### src/rtl/sss_defs.svh
// register offsets, field positions, reset values and timing counts of the scan scheduler
// assumes a 100 MHz core clock and a word-indexed register port
`ifndef SSS_DEFS_SVH
`define SSS_DEFS_SVH
`define SSS_REG_CTRL    4'h0
`define SSS_REG_START   4'h1
`define SSS_REG_IVL2    4'h2
`define SSS_REG_BUDGET  4'h5
`define SSS_REG_STAT    4'h6
`define SSS_REG_IRQ_ST  4'h7
`define SSS_REG_IRQ_MSK 4'h8
`define SSS_CTRL_WARM   0
`define SSS_CTRL_FSEL   1
`define SSS_CTRL_REP    2
`define SSS_CTRL_CONST  5
`define SSS_STAT_LAG    4
`define SSS_STAT_WARM   7
`define SSS_BUDGET_MIN  7'h01
`define SSS_BUDGET_MAX  7'h64
`define SSS_BUDGET_RST  7'h0A
`define SSS_CLK_NS      10
`define SSS_MS_NS       1000000
`define SSS_MS_CYC      (`SSS_MS_NS / `SSS_CLK_NS)
`endif

### src/rtl/sss_pkg.sv
// types shared by the scan scheduler and its bench
// constants live in sss_defs.svh
package sss_pkg;
  typedef enum logic [2:0] {ST_IDLE, ST_INIT, ST_MAIN, ST_BG, ST_WAIT} sss_state_t;
  typedef struct packed {
    logic first_scan;
    logic scan_start;
    logic main_done;
    logic task_done;
  } sss_scan_ev_t;
endpackage : sss_pkg

### src/rtl/sss_scheduler.sv
// background task scheduler of a controller scan loop: init task, warm-restart task,
// three general tasks with one-shot or cyclic activation, time budget and status flags
// assumes scan events are one-cycle pulses from logic on ref_clk_i
//
// Overview of operation
// - init task runs once in first scan, before main, unless warm restart replaces it
// - task two general when function select 0, warm-restart task when 1
// - warm-restart task replaces init task if enabled and power loss was short
// - warm restart at start-up skips initial load and user data clearing
// - repeat select 0 gives one-shot, 1 gives cyclic activation
// - one-shot task activates on off-to-on change of its start request
// - one-shot activation clears the start request
// - pending one-shot requests checked at main and background completion
// - one-shot priority: task two, then three, then four
// - cyclic task runs once per interval-count scans while request stays on
// - each cyclic activation begins in the first scan of its group
// - cyclic priority: task two, then three, then four
// - cyclic task unfinished within its group sets its lag flag
// - floating scan: general tasks run after main within 1 to 100 ms budget
// - budget expiry suspends the task, resumed after main next scan
// - constant scan: tasks run in idle time until next scan start
// - one busy flag per background task, readable by the user program
//
// The register offsets and the plain strobed port were left to the implementer.
`timescale 1ns/100ps
`default_nettype none
`include "sss_defs.svh"
module sss_scheduler import sss_pkg::*; #(
  parameter int unsigned IW     = 16,
  parameter int unsigned MS_CYC = `SSS_MS_CYC
) (
  // clock and reset
  input  wire logic         ref_clk_i,
  input  wire logic         rstn_i,
  // register port
  input  wire logic [3:0]   addr_i,
  input  wire logic [15:0]  wdata_i,
  input  wire logic         wr_i,
  input  wire logic         rd_i,
  output logic      [15:0]  rdata_o,
  // scan controller
  input  wire sss_scan_ev_t scan_ev_i,
  input  wire logic         short_loss_i,
  output logic      [3:0]   run_o,
  output logic              main_run_o,
  output logic              warm_restart_o,
  output logic              irq_o
);
  localparam int unsigned BW = $clog2(100 * MS_CYC + 1);

  initial begin
    if (IW < 1 || IW > 16 || MS_CYC < 1) begin
      $error("sss_scheduler: unsupported parameters");
    end
  end

  function automatic logic [1:0] pick3(input logic [2:0] v);
    pick3 = v[0] ? 2'h0 : (v[1] ? 2'h1 : 2'h2);
  endfunction : pick3

  sss_state_t        state;
  logic [1:0]        loss_sync;
  logic              warm_en;
  logic              fsel;
  logic [2:0]        rep;
  logic              const_mode;
  logic [2:0]        start;
  logic [2:0]        start_d;
  logic [2:0]        os_pend;
  logic [IW-1:0]     ivl [3];
  logic [IW-1:0]     cnt [3];
  logic [6:0]        budget_ms;
  logic [BW-1:0]     bud_cnt;
  logic [3:0]        act;
  logic [1:0]        cur;
  logic [2:0]        lag;
  logic [6:0]        irq_st;
  logic [6:0]        irq_msk;

  logic [2:0]        gen_en;
  logic [2:0]        oneshot;
  logic [2:0]        cyclic;
  logic [2:0]        due;
  logic [2:0]        lag_ev;
  logic              warm_cond;
  logic              check;
  logic              expire;
  logic [3:0]        done_clr;
  logic [3:0]        live;
  logic [2:0]        os_take;
  logic              pick_v;
  logic [1:0]        pick_idx;
  logic              wr_ctrl;
  logic              wr_start;

  assign wr_ctrl   = wr_i && addr_i == `SSS_REG_CTRL;
  assign wr_start  = wr_i && addr_i == `SSS_REG_START;
  assign gen_en    = {2'b11, ~fsel};
  assign oneshot   = gen_en & ~rep;
  assign cyclic    = gen_en & rep;
  assign warm_cond = warm_en && fsel && loss_sync[1];
  assign check     = (state == ST_MAIN && scan_ev_i.main_done)
                  || (state == ST_BG && scan_ev_i.task_done);
  assign expire    = state == ST_BG && !const_mode && bud_cnt == '0;

  // a group starts on a scan start with the counter at zero
  always_comb begin
    for (int g = 0; g < 3; g++) begin
      due[g]    = scan_ev_i.scan_start && cyclic[g] && start[g] && cnt[g] == '0;
      lag_ev[g] = due[g] && act[g+1];
    end
  end

  always_comb begin
    done_clr = '0;
    if ((state == ST_INIT || state == ST_BG) && scan_ev_i.task_done) begin
      done_clr[cur] = 1'b1;
    end
    live     = act & ~done_clr;
    os_take  = '0;
    pick_v   = 1'b0;
    pick_idx = 2'h0;
    if (check) begin
      if (|live[3:1]) begin
        // resume suspended or due work before taking new one-shot requests
        pick_v   = 1'b1;
        pick_idx = 2'(pick3(live[3:1]) + 2'h1);
      end else if (|os_pend) begin
        pick_v   = 1'b1;
        pick_idx = 2'(pick3(os_pend) + 2'h1);
        os_take[pick3(os_pend)] = 1'b1;
      end
    end
  end

  // the first stage only feeds the second
  always_ff @(posedge ref_clk_i or negedge rstn_i) begin
    if (!rstn_i) begin
      loss_sync <= 2'h0;
    end else begin
      loss_sync <= {loss_sync[0], short_loss_i};
    end
  end

  always_ff @(posedge ref_clk_i or negedge rstn_i) begin
    if (!rstn_i) begin
      warm_en    <= 1'b0;
      fsel       <= 1'b0;
      rep        <= 3'h0;
      const_mode <= 1'b0;
      budget_ms  <= `SSS_BUDGET_RST;
      irq_msk    <= 7'h00;
    end else if (wr_i) begin
      if (addr_i == `SSS_REG_CTRL) begin
        warm_en    <= wdata_i[`SSS_CTRL_WARM];
        fsel       <= wdata_i[`SSS_CTRL_FSEL];
        rep        <= wdata_i[`SSS_CTRL_REP +: 3];
        const_mode <= wdata_i[`SSS_CTRL_CONST];
      end
      if (addr_i == `SSS_REG_BUDGET) begin
        // out-of-range budgets are clamped into 1..100 ms
        if (wdata_i[6:0] == 7'h00 && wdata_i[15:7] == '0) begin
          budget_ms <= `SSS_BUDGET_MIN;
        end else if (wdata_i > 16'(`SSS_BUDGET_MAX)) begin
          budget_ms <= `SSS_BUDGET_MAX;
        end else begin
          budget_ms <= wdata_i[6:0];
        end
      end
      if (addr_i == `SSS_REG_IRQ_MSK) begin
        irq_msk <= wdata_i[6:0];
      end
    end
  end

  always_ff @(posedge ref_clk_i or negedge rstn_i) begin
    if (!rstn_i) begin
      for (int g = 0; g < 3; g++) begin
        ivl[g] <= '0;
      end
    end else begin
      for (int g = 0; g < 3; g++) begin
        if (wr_i && addr_i == 4'(`SSS_REG_IVL2 + g)) begin
          ivl[g] <= wdata_i[IW-1:0];
        end
      end
    end
  end

  // a software write wins over the device clear of the same cycle
  always_ff @(posedge ref_clk_i or negedge rstn_i) begin
    if (!rstn_i) begin
      start   <= 3'h0;
      start_d <= 3'h0;
    end else begin
      start_d <= start;
      if (wr_start) begin
        start <= wdata_i[2:0];
      end else begin
        start <= start & ~os_take;
      end
    end
  end

  always_ff @(posedge ref_clk_i or negedge rstn_i) begin
    if (!rstn_i) begin
      os_pend <= 3'h0;
    end else begin
      os_pend <= (os_pend & ~os_take & oneshot) | (start & ~start_d & oneshot);
    end
  end

  // an interval of zero or one runs the task every scan
  always_ff @(posedge ref_clk_i or negedge rstn_i) begin
    if (!rstn_i) begin
      for (int g = 0; g < 3; g++) begin
        cnt[g] <= '0;
      end
    end else begin
      for (int g = 0; g < 3; g++) begin
        if (!(cyclic[g] && start[g])) begin
          cnt[g] <= '0;
        end else if (scan_ev_i.scan_start) begin
          if (cnt[g] != '0) begin
            cnt[g] <= cnt[g] - 1'b1;
          end else if (ivl[g] > 1) begin
            cnt[g] <= ivl[g] - 1'b1;
          end
        end
      end
    end
  end

  always_ff @(posedge ref_clk_i or negedge rstn_i) begin
    if (!rstn_i) begin
      act <= 4'h0;
    end else begin
      act <= live | {due & ~act[3:1], 1'b0} | {os_take, 1'b0};
      if (state == ST_IDLE && scan_ev_i.first_scan) begin
        act[{1'b0, warm_cond}] <= 1'b1;
      end
    end
  end

  always_ff @(posedge ref_clk_i or negedge rstn_i) begin
    if (!rstn_i) begin
      bud_cnt <= '0;
    end else if (state == ST_MAIN && scan_ev_i.main_done) begin
      bud_cnt <= BW'(budget_ms * MS_CYC - 1);
    end else if (state == ST_BG && bud_cnt != '0) begin
      bud_cnt <= bud_cnt - 1'b1;
    end
  end

  always_ff @(posedge ref_clk_i or negedge rstn_i) begin
    if (!rstn_i) begin
      state          <= ST_IDLE;
      cur            <= 2'h0;
      run_o          <= 4'h0;
      main_run_o     <= 1'b0;
      warm_restart_o <= 1'b0;
    end else begin
      case (state)
        ST_IDLE: begin
          if (scan_ev_i.first_scan) begin
            state          <= ST_INIT;
            cur            <= {1'b0, warm_cond};
            run_o          <= warm_cond ? 4'h2 : 4'h1;
            warm_restart_o <= warm_cond;
          end
        end
        ST_INIT: begin
          if (scan_ev_i.task_done) begin
            state      <= ST_MAIN;
            run_o      <= 4'h0;
            main_run_o <= 1'b1;
          end
        end
        ST_MAIN: begin
          if (scan_ev_i.main_done) begin
            main_run_o <= 1'b0;
            state      <= pick_v ? ST_BG : ST_WAIT;
            cur        <= pick_idx;
            run_o      <= pick_v ? 4'h1 << pick_idx : 4'h0;
          end
        end
        ST_BG: begin
          if (scan_ev_i.scan_start) begin
            state      <= ST_MAIN;
            run_o      <= 4'h0;
            main_run_o <= 1'b1;
          end else if (scan_ev_i.task_done) begin
            state <= pick_v ? ST_BG : ST_WAIT;
            cur   <= pick_idx;
            run_o <= pick_v ? 4'h1 << pick_idx : 4'h0;
          end else if (expire) begin
            state <= ST_WAIT;
            run_o <= 4'h0;
          end
        end
        ST_WAIT: begin
          if (scan_ev_i.scan_start) begin
            state      <= ST_MAIN;
            main_run_o <= 1'b1;
          end
        end
        default: begin
          state <= ST_IDLE;
          run_o <= 4'h0;
        end
      endcase
    end
  end

  // lag and event flags: hardware set wins over a write-one clear
  always_ff @(posedge ref_clk_i or negedge rstn_i) begin
    if (!rstn_i) begin
      lag    <= 3'h0;
      irq_st <= 7'h00;
      irq_o  <= 1'b0;
    end else begin
      lag <= (lag & ~((wr_i && addr_i == `SSS_REG_STAT) ? wdata_i[6:4] : 3'h0))
           | lag_ev;
      irq_st <= (irq_st & ~((wr_i && addr_i == `SSS_REG_IRQ_ST) ? wdata_i[6:0] : 7'h00))
              | {lag_ev, done_clr};
      irq_o  <= |(irq_st & irq_msk);
    end
  end

  always_ff @(posedge ref_clk_i or negedge rstn_i) begin
    if (!rstn_i) begin
      rdata_o <= 16'h0000;
    end else if (rd_i) begin
      case (addr_i)
        `SSS_REG_CTRL:    rdata_o <= {10'h000, const_mode, rep, fsel, warm_en};
        `SSS_REG_START:   rdata_o <= {13'h0000, start};
        `SSS_REG_BUDGET:  rdata_o <= {9'h000, budget_ms};
        `SSS_REG_STAT:    rdata_o <= {8'h00, warm_restart_o, lag, act};
        `SSS_REG_IRQ_ST:  rdata_o <= {9'h000, irq_st};
        `SSS_REG_IRQ_MSK: rdata_o <= {9'h000, irq_msk};
        default: begin
          if (addr_i >= `SSS_REG_IVL2 && addr_i < `SSS_REG_BUDGET) begin
            rdata_o <= 16'(ivl[2'(addr_i - `SSS_REG_IVL2)]);
          end else begin
            rdata_o <= 16'h0000;
          end
        end
      endcase
    end else begin
      rdata_o <= 16'h0000;
    end
  end
endmodule : sss_scheduler
`default_nettype wire

### config.mk
export PLATFORM = sky130hd
export DESIGN_NAME = sss_scheduler
export DESIGN_NICKNAME = d
export VERILOG_FILES = /design/src/rtl/sss_pkg.sv /design/src/rtl/sss_scheduler.sv
export VERILOG_INCLUDE_DIRS = /design/src /design/src/rtl
export SDC_FILE = /design/constraint.sdc
export NUM_CORES = 1
export LEC_CHECK = 0
export BUFFER_PORTS_ARGS = -buffer_cell sky130_fd_sc_hd__clkbuf_2
export CAP_MARGIN = 5
export CORE_ASPECT_RATIO = 1.5
export CORE_MARGIN = 2
export CORE_UTILIZATION = 40
export DETAILED_ROUTE_END_ITERATION = 7
export SYNTH_ARGS = -nofsm -noshare
export SYNTH_HDL_FRONTEND = slang
export SYNTH_SLANG_ARGS = --single-unit
export TNS_END_PERCENT = 10
### constraint.sdc
create_clock -name ref_clk_i -period 9.35 [get_ports ref_clk_i]
set_input_delay 0.935 -clock ref_clk_i [delete_from_list [all_inputs] [get_ports ref_clk_i]]
set_output_delay 0.935 -clock ref_clk_i [all_outputs]
set_load 0.01 [all_outputs]
==> impl_metrics.ini, run 1 <==
[yosys]
synth_area_um2 = 12600
yosysTopAreaCellShare = 0.380
async_reset_ff_frac = 1.00
synth_ff_type = dfrtp_1
synthCells = 1409
avgSynthCellArea_um2 = 8.94
synth_cell_type_count = 77
yosysTopAreaCell = dfrtp_1
yosysWarningCount = 0
yosysMostFrequentCell = dfrtp_1
syn-num-nets = 1511
synth-edff-count = 0
ys_top_cells_by_area = dfrtp_1 38%, ha_1 6.7%, mux2_2 5.5%
synth-seq-area-share = 0.384
ys_top_cells_by_count = 191 x dfrtp_1, 134 x nand2_1, 128 x nor2_1
ys_ff_latch = 193

[timing]
finalCritPeriodShare = 0.488
setup_viol = 0
fin_ws_ps = 4780
setup_tns_ps = 0
tightest_slew_ps = 1060
fmax_ghz = 0.219
rsz0062_at_grt = no
relSlewSlack = 0.296
finalHoldViolCount = 0
finClkSkew_ps = 10.1
final_max_slew_viol_count = 0
final.min_clock_period_ps = 4570

[grt]
grt_pass1_wl_mm = 56.9
grt_usage = 0.221
grt_pass1_vias = 10700
gr-total-overflow = 0
grt_antenna_before_repair = 0
grt_max_degree = 120

[cts]
ctsRootBufferMaster = clkbuf_16
cts_buffers = 17
postCtsHoldBufs = 0
clkTransAtPathRegs_ps = 70
cts_resized = 0
post_cts_buffers = 0
clkSinkCount = 193
htreeDepth = 4
clock_path_buffers = 2
clock_latency_ps = 450
cts_tree = done

[detailed_routing]
totalWireLength_mm = 35.7
firstDrtPassIters = 6
dr.first_iter.drc_count = 484
routedWlPerCell_um = 19.4
post_drt_via_cell_ratio = 5.77
final_antenna_net_count = 0
vias = 10600
drcViolationCount = 0

[critical_path]
cp-end-kind = register
worstPathArrival_ps = 4900
crit_top_cell = ha_1
start_kind = register
slowest_delay_ps = 600
worstPathCellList = ha_1 > ha_1 > ha_1 > inv_1 > fa_1 > inv_1 > ha_1 > a21o_1 > a221oi_1 > o31ai_1 > or3_4 > nor4_4 > nand4_1 > nor3b_2
ff2ff_path_depth = 14
cp_data_required_time_ps = 9690
slowest_stage = dfstp_2
r2r_setup_slack_ps = 4780
startpoint = budget_ms[1]
crit_type = register to register
timing.rr.end = bud_cnt[23]
rr_startpoint = budget_ms[1]
worstPathMaxFanout = 6

[final_layout]
area_growth_pct = 9.72
num-fill-cells = 3072
final_layout_size_suffix_gt1_frac = 0.126
num-nets-final = 1529
fin_area_um2 = 13800
n_antenna_cell = 0
final_cell_count_no_fill = 1845

[pwr]
p_per_area_nw_per_um2 = 264
p_leak_uw = 0.00597
ir_drop_mv = 0.126
p_total_uw = 3640

[place]
globalplace.congestion = 0.935
placed_area_um2 = 13200
hpwlAfterDp_mm = 26.6
dp.cells = 1813
place_ws_ps = 4810
port_buffers = 51

[floorplanning]
die_area_um2 = 32900
start_util = 0.406
design.portCount = 52
die_h_um = 221
placementRows = 79
core_um2 = 31000
dieWidth_um = 149

[run]
max_cap_viol_count = 0

[worst_hold_path]
hold_end = loss_sync[1]
whs_path_depth = 0
hp-start = loss_sync[0]
hold_class = register to register

[outcome]
status = complete, no violations
worst max-delay path: cells and delay by family, from the launching register on:
family,cells,cell delay [ps]
AO/OA/AOI/OAI,3,1040
adder cells (fa/ha/maj),5,1680
buffers and inverters,2,90
flip-flops,1,600
AND/OR/NAND/NOR,4,1050
layout by cell type, fill, tap and decap left out, drive strengths merged, types with 21 or more instances in the layout:
master  synthesis  final
a21oi          94     94
clkbuf         48     72
dfrtp         191    191
ha             67     67
inv            48     50
mux2           61     61
nand2         134    134
nand3          43     43
nor2          128    128
nor3           70     70
nor4           21     21
o21ai         121    121
or3            24     24
xnor2          43     43
xor2           47     47
worst max path at each step:
stage,to,slack [ps],cells past startpoint
2_1_floorplan,bud_cnt[23],5160,13
3_3_place_gp,bud_cnt[23],4930,15
3_5_place_dp,bud_cnt[23],4810,14
4_1_cts,bud_cnt[23],4800,15
5_1_grt,bud_cnt[23],4490,15
6_report,bud_cnt[23],4780,14
where the power goes:
part           total (uW)  internal [uW]  switching [uW]
Clock                 790            445             346
Sequential           1280           1030             252
Combinational        1570            625             947
Total                3640           2100            1550
per-layer routing:
metal | track usage | wire length, um
met5 | 0 | 0
met4 | 0.114 | 1720
met3 | 0.0353 | 1080
met2 | 0.405 | 19100
met1 | 0.242 | 13800
layout make-up:
| type | instances | area (um^2) | area share |
|---|---|---|---|
| timing repair buffer | 58 | 317 | 0.0229 |
| multi-input combinational | 1109 | 7360 | 0.533 |
| clock buffer | 21 | 470 | 0.0341 |
| tap | 405 | 507 | 0.0367 |
| inverter | 48 | 180 | 0.0130 |
| clock inverter | 11 | 151 | 0.0110 |
| sequential | 193 | 4830 | 0.350 |
cells by family after synthesis:
kind of cell | synth area share
buffers and inverters | 0.0327
DFF | 0.384
xor gates and xnor gates | 0.0626
adders and majority gates | 0.0761
AOI/OAI and AO/OA | 0.168
muxes | 0.0705
and+or+nand+nor | 0.206
metrics by stage:
stage          utilization  hold WS [ps]
2_1_floorplan            -           331
3_3_place_gp         0.425           335
3_5_place_dp         0.425           335
4_1_cts              0.445           352
5_1_grt              0.445           358
6_report             0.445           350
state kept, by name, indices dropped and copies added (netlist names), 2 cells and up:
signal	cells
start	3
os_pend	3
run_o	4
rep	3
irq_msk	7
loss_sync	2
budget_ms	7
cnt	48
state	3
rdata_o	16
ivl	48
bud_cnt	24
irq_st	7
act	4
start_d	3
lag	3
cur	2
Note: power is estimated with default switching activity, not from simulation.
==> run 2: changes to the inputs <==
- clock period: 9.35 -> 4.3 ns (I/O delays scaled with it)
==> run 2 against run 1 <==
Effect of this change:
- largest power group unchanged
- clock skew shrank 1.3 ps
- combinational power is 130% higher
- setup slack got worse by 4700 ps
- design area is 2.7% higher
- global-route usage rose by 0.26 points
- via count rose by 1.7%
- power up 120%
- worst hold slack got worse by 320 ps
- sequential cell count stayed put
- sequential share of layout area fell by 0.93 points
- largest cell class unchanged
==> impl_metrics.ini, run 2 (synthesis results as in run 1) <==
[final_layout]
final_layout_size_suffix_gt1_frac = 0.156
fin_area_um2 = 14200
final_cell_mix = 191 x dfrtp_1, 134 x nand2_1, 128 x nor2_1, 118 x o21ai_0, 91 x a21oi_1
area_growth_pct = 12.7
num-nets-final = 1564
top_regs = cnt: 48 flops, ivl: 48 flops, bud_cnt: 24 flops
final_common_cell = dfrtp_1
n_antenna_cell = 0

[grt]
grt_max_degree = 104
gr-total-overflow = 0
grt_pass1_wl_mm = 57.8
grt_usage = 0.224
grt_antenna_before_repair = 0
grt_pass1_vias = 10800

[cts]
cts_buffers = 17
clock_latency_ps = 450
clkTransAtPathRegs_ps = 80
ctsRootBufferMaster = clkbuf_16
cts_tree = done
clkSinkCount = 193
clock_path_buffers = 2
htreeDepth = 4

[detailed_routing]
firstDrtPassIters = 5
vias = 10800
totalWireLength_mm = 36.2
final_antenna_net_count = 0
dr.first_iter.drc_count = 617
post_drt_via_cell_ratio = 5.76
routedWlPerCell_um = 19.3
drcViolationCount = 0

[pwr]
p_sw_uw = 3450
p_int_uw = 4660
ir_drop_mv = 0.284
p_comb_frac = 0.446
pwr-share-clk = 0.210
p_total_uw = 8110
seqPwrFrac = 0.344
p_per_area_nw_per_um2 = 571
switching_share = 0.425
p_leak_uw = 0.00616

[critical_path]
r2r_setup_slack_ps = 130
cp_data_required_time_ps = 4640
cp-end-kind = register
crit_type = register to register
timing.rr.end = bud_cnt[23]
worstPathMaxFanout = 7
start_kind = register
rr_startpoint = budget_ms[6]
worstPathArrival_ps = 4510
ff2ff_path_depth = 16

[timing]
fmax_ghz = 0.240
final_max_slew_viol_count = 0
finalHoldViolCount = 0
finalCritPeriodShare = 0.971
finClkSkew_ps = 8.84
setup_viol = 0
tightest_slew_ps = 979
relSlewSlack = 0.345
whs_ps = 30.4
final.min_clock_period_ps = 4170
rsz0062_at_grt = yes

[place]
globalplace.congestion = 0.894
placed_area_um2 = 13400
port_buffers = 51
hpwlAfterDp_mm = 27.0

[floorplanning]
die_h_um = 221
design.portCount = 52
core_um2 = 31000
dieWidth_um = 149
placementRows = 79
start_util = 0.406
die_area_um2 = 32900

[outcome]
status = complete, no violations

[worst_hold_path]
hold_class = input port to asynchronous set/reset pin

[run]
max_cap_viol_count = 0
==> run 2: power groups by stage <==
stage	Sequential [uW]	Clock [uW]	Combinational, uW
after floorplan	2600	0	2660
after global placement	2800	0	3470
after detailed placement	2810	0	3520
after CTS	2780	1740	3570
after global routing	2850	1810	4060
final	2790	1700	3610
==> run 2: final cells by class <==
cell class | count | area [um^2]
tap | 405 | 507
clock buffer | 19 | 443
sequential | 193 | 4830
timing repair buffer | 93 | 592
clock inverter | 13 | 176
multi-input combinational | 1109 | 7460
inverter | 48 | 180
fill | 3026 | 16800
==> run 2: worst max path at each step <==
stage            startpoint           to  cells after the start
2_1_floorplan  budget_ms[3]  bud_cnt[23]                     13
3_3_place_gp   budget_ms[1]  bud_cnt[23]                     15
3_5_place_dp   budget_ms[1]  bud_cnt[23]                     15
4_1_cts        budget_ms[3]  bud_cnt[23]                     13
5_1_grt        budget_ms[3]  bud_cnt[23]                     13
6_report       budget_ms[6]  bud_cnt[23]                     16
==> run 2: per-stage QoR <==
step	setup slack [ps]	instances	setup TNS (ps)	util
floorplan	107	1409	0	-
global placement	46.5	1845	0	0.433
detailed placement	-39.9	1845	-39.9	0.433
CTS	1.30	1879	0	0.455
global route	-32.9	1880	-64.6	0.457
finish	126	1880	0	0.457
==> run 2: what timing repair did <==
| action | 4_1_cts | 5_1_grt |
|---|---|---|
| endpoints found under the setup margin | 1 | 5 |
| resized for setup | 5 | 11 |
| pin swaps | 2 | 4 |
| hold buffers | 0 | 0 |
| setup buffers | 2 | 1 |
==> run 2: routing by layer <==
metal | global-route usage | up-vias | part of all wire
li1 | - | 5182 | -
met1 | 0.249 | 5293 | 0.39
met2 | 0.407 | 256 | 0.53
met3 | 0.0313 | 95 | 0.031
met4 | 0.119 | 0 | 0.052
met5 | 0 | - | 0
==> run 2: worst max-delay path, stage by stage (launching register included) <==
cell and delay, ps:
dfrtp_1 430, ha_1 300, inv_1 40, ha_1 310
ha_1 320, fa_1 510, ha_4 300, buf_4 140
o211ai_1 130, a211oi_2 210, buf_4 150, a21o_1 110
a21oi_1 110, or2_2 360, nor4_4 300, nand4_1 130
nor3b_4 200
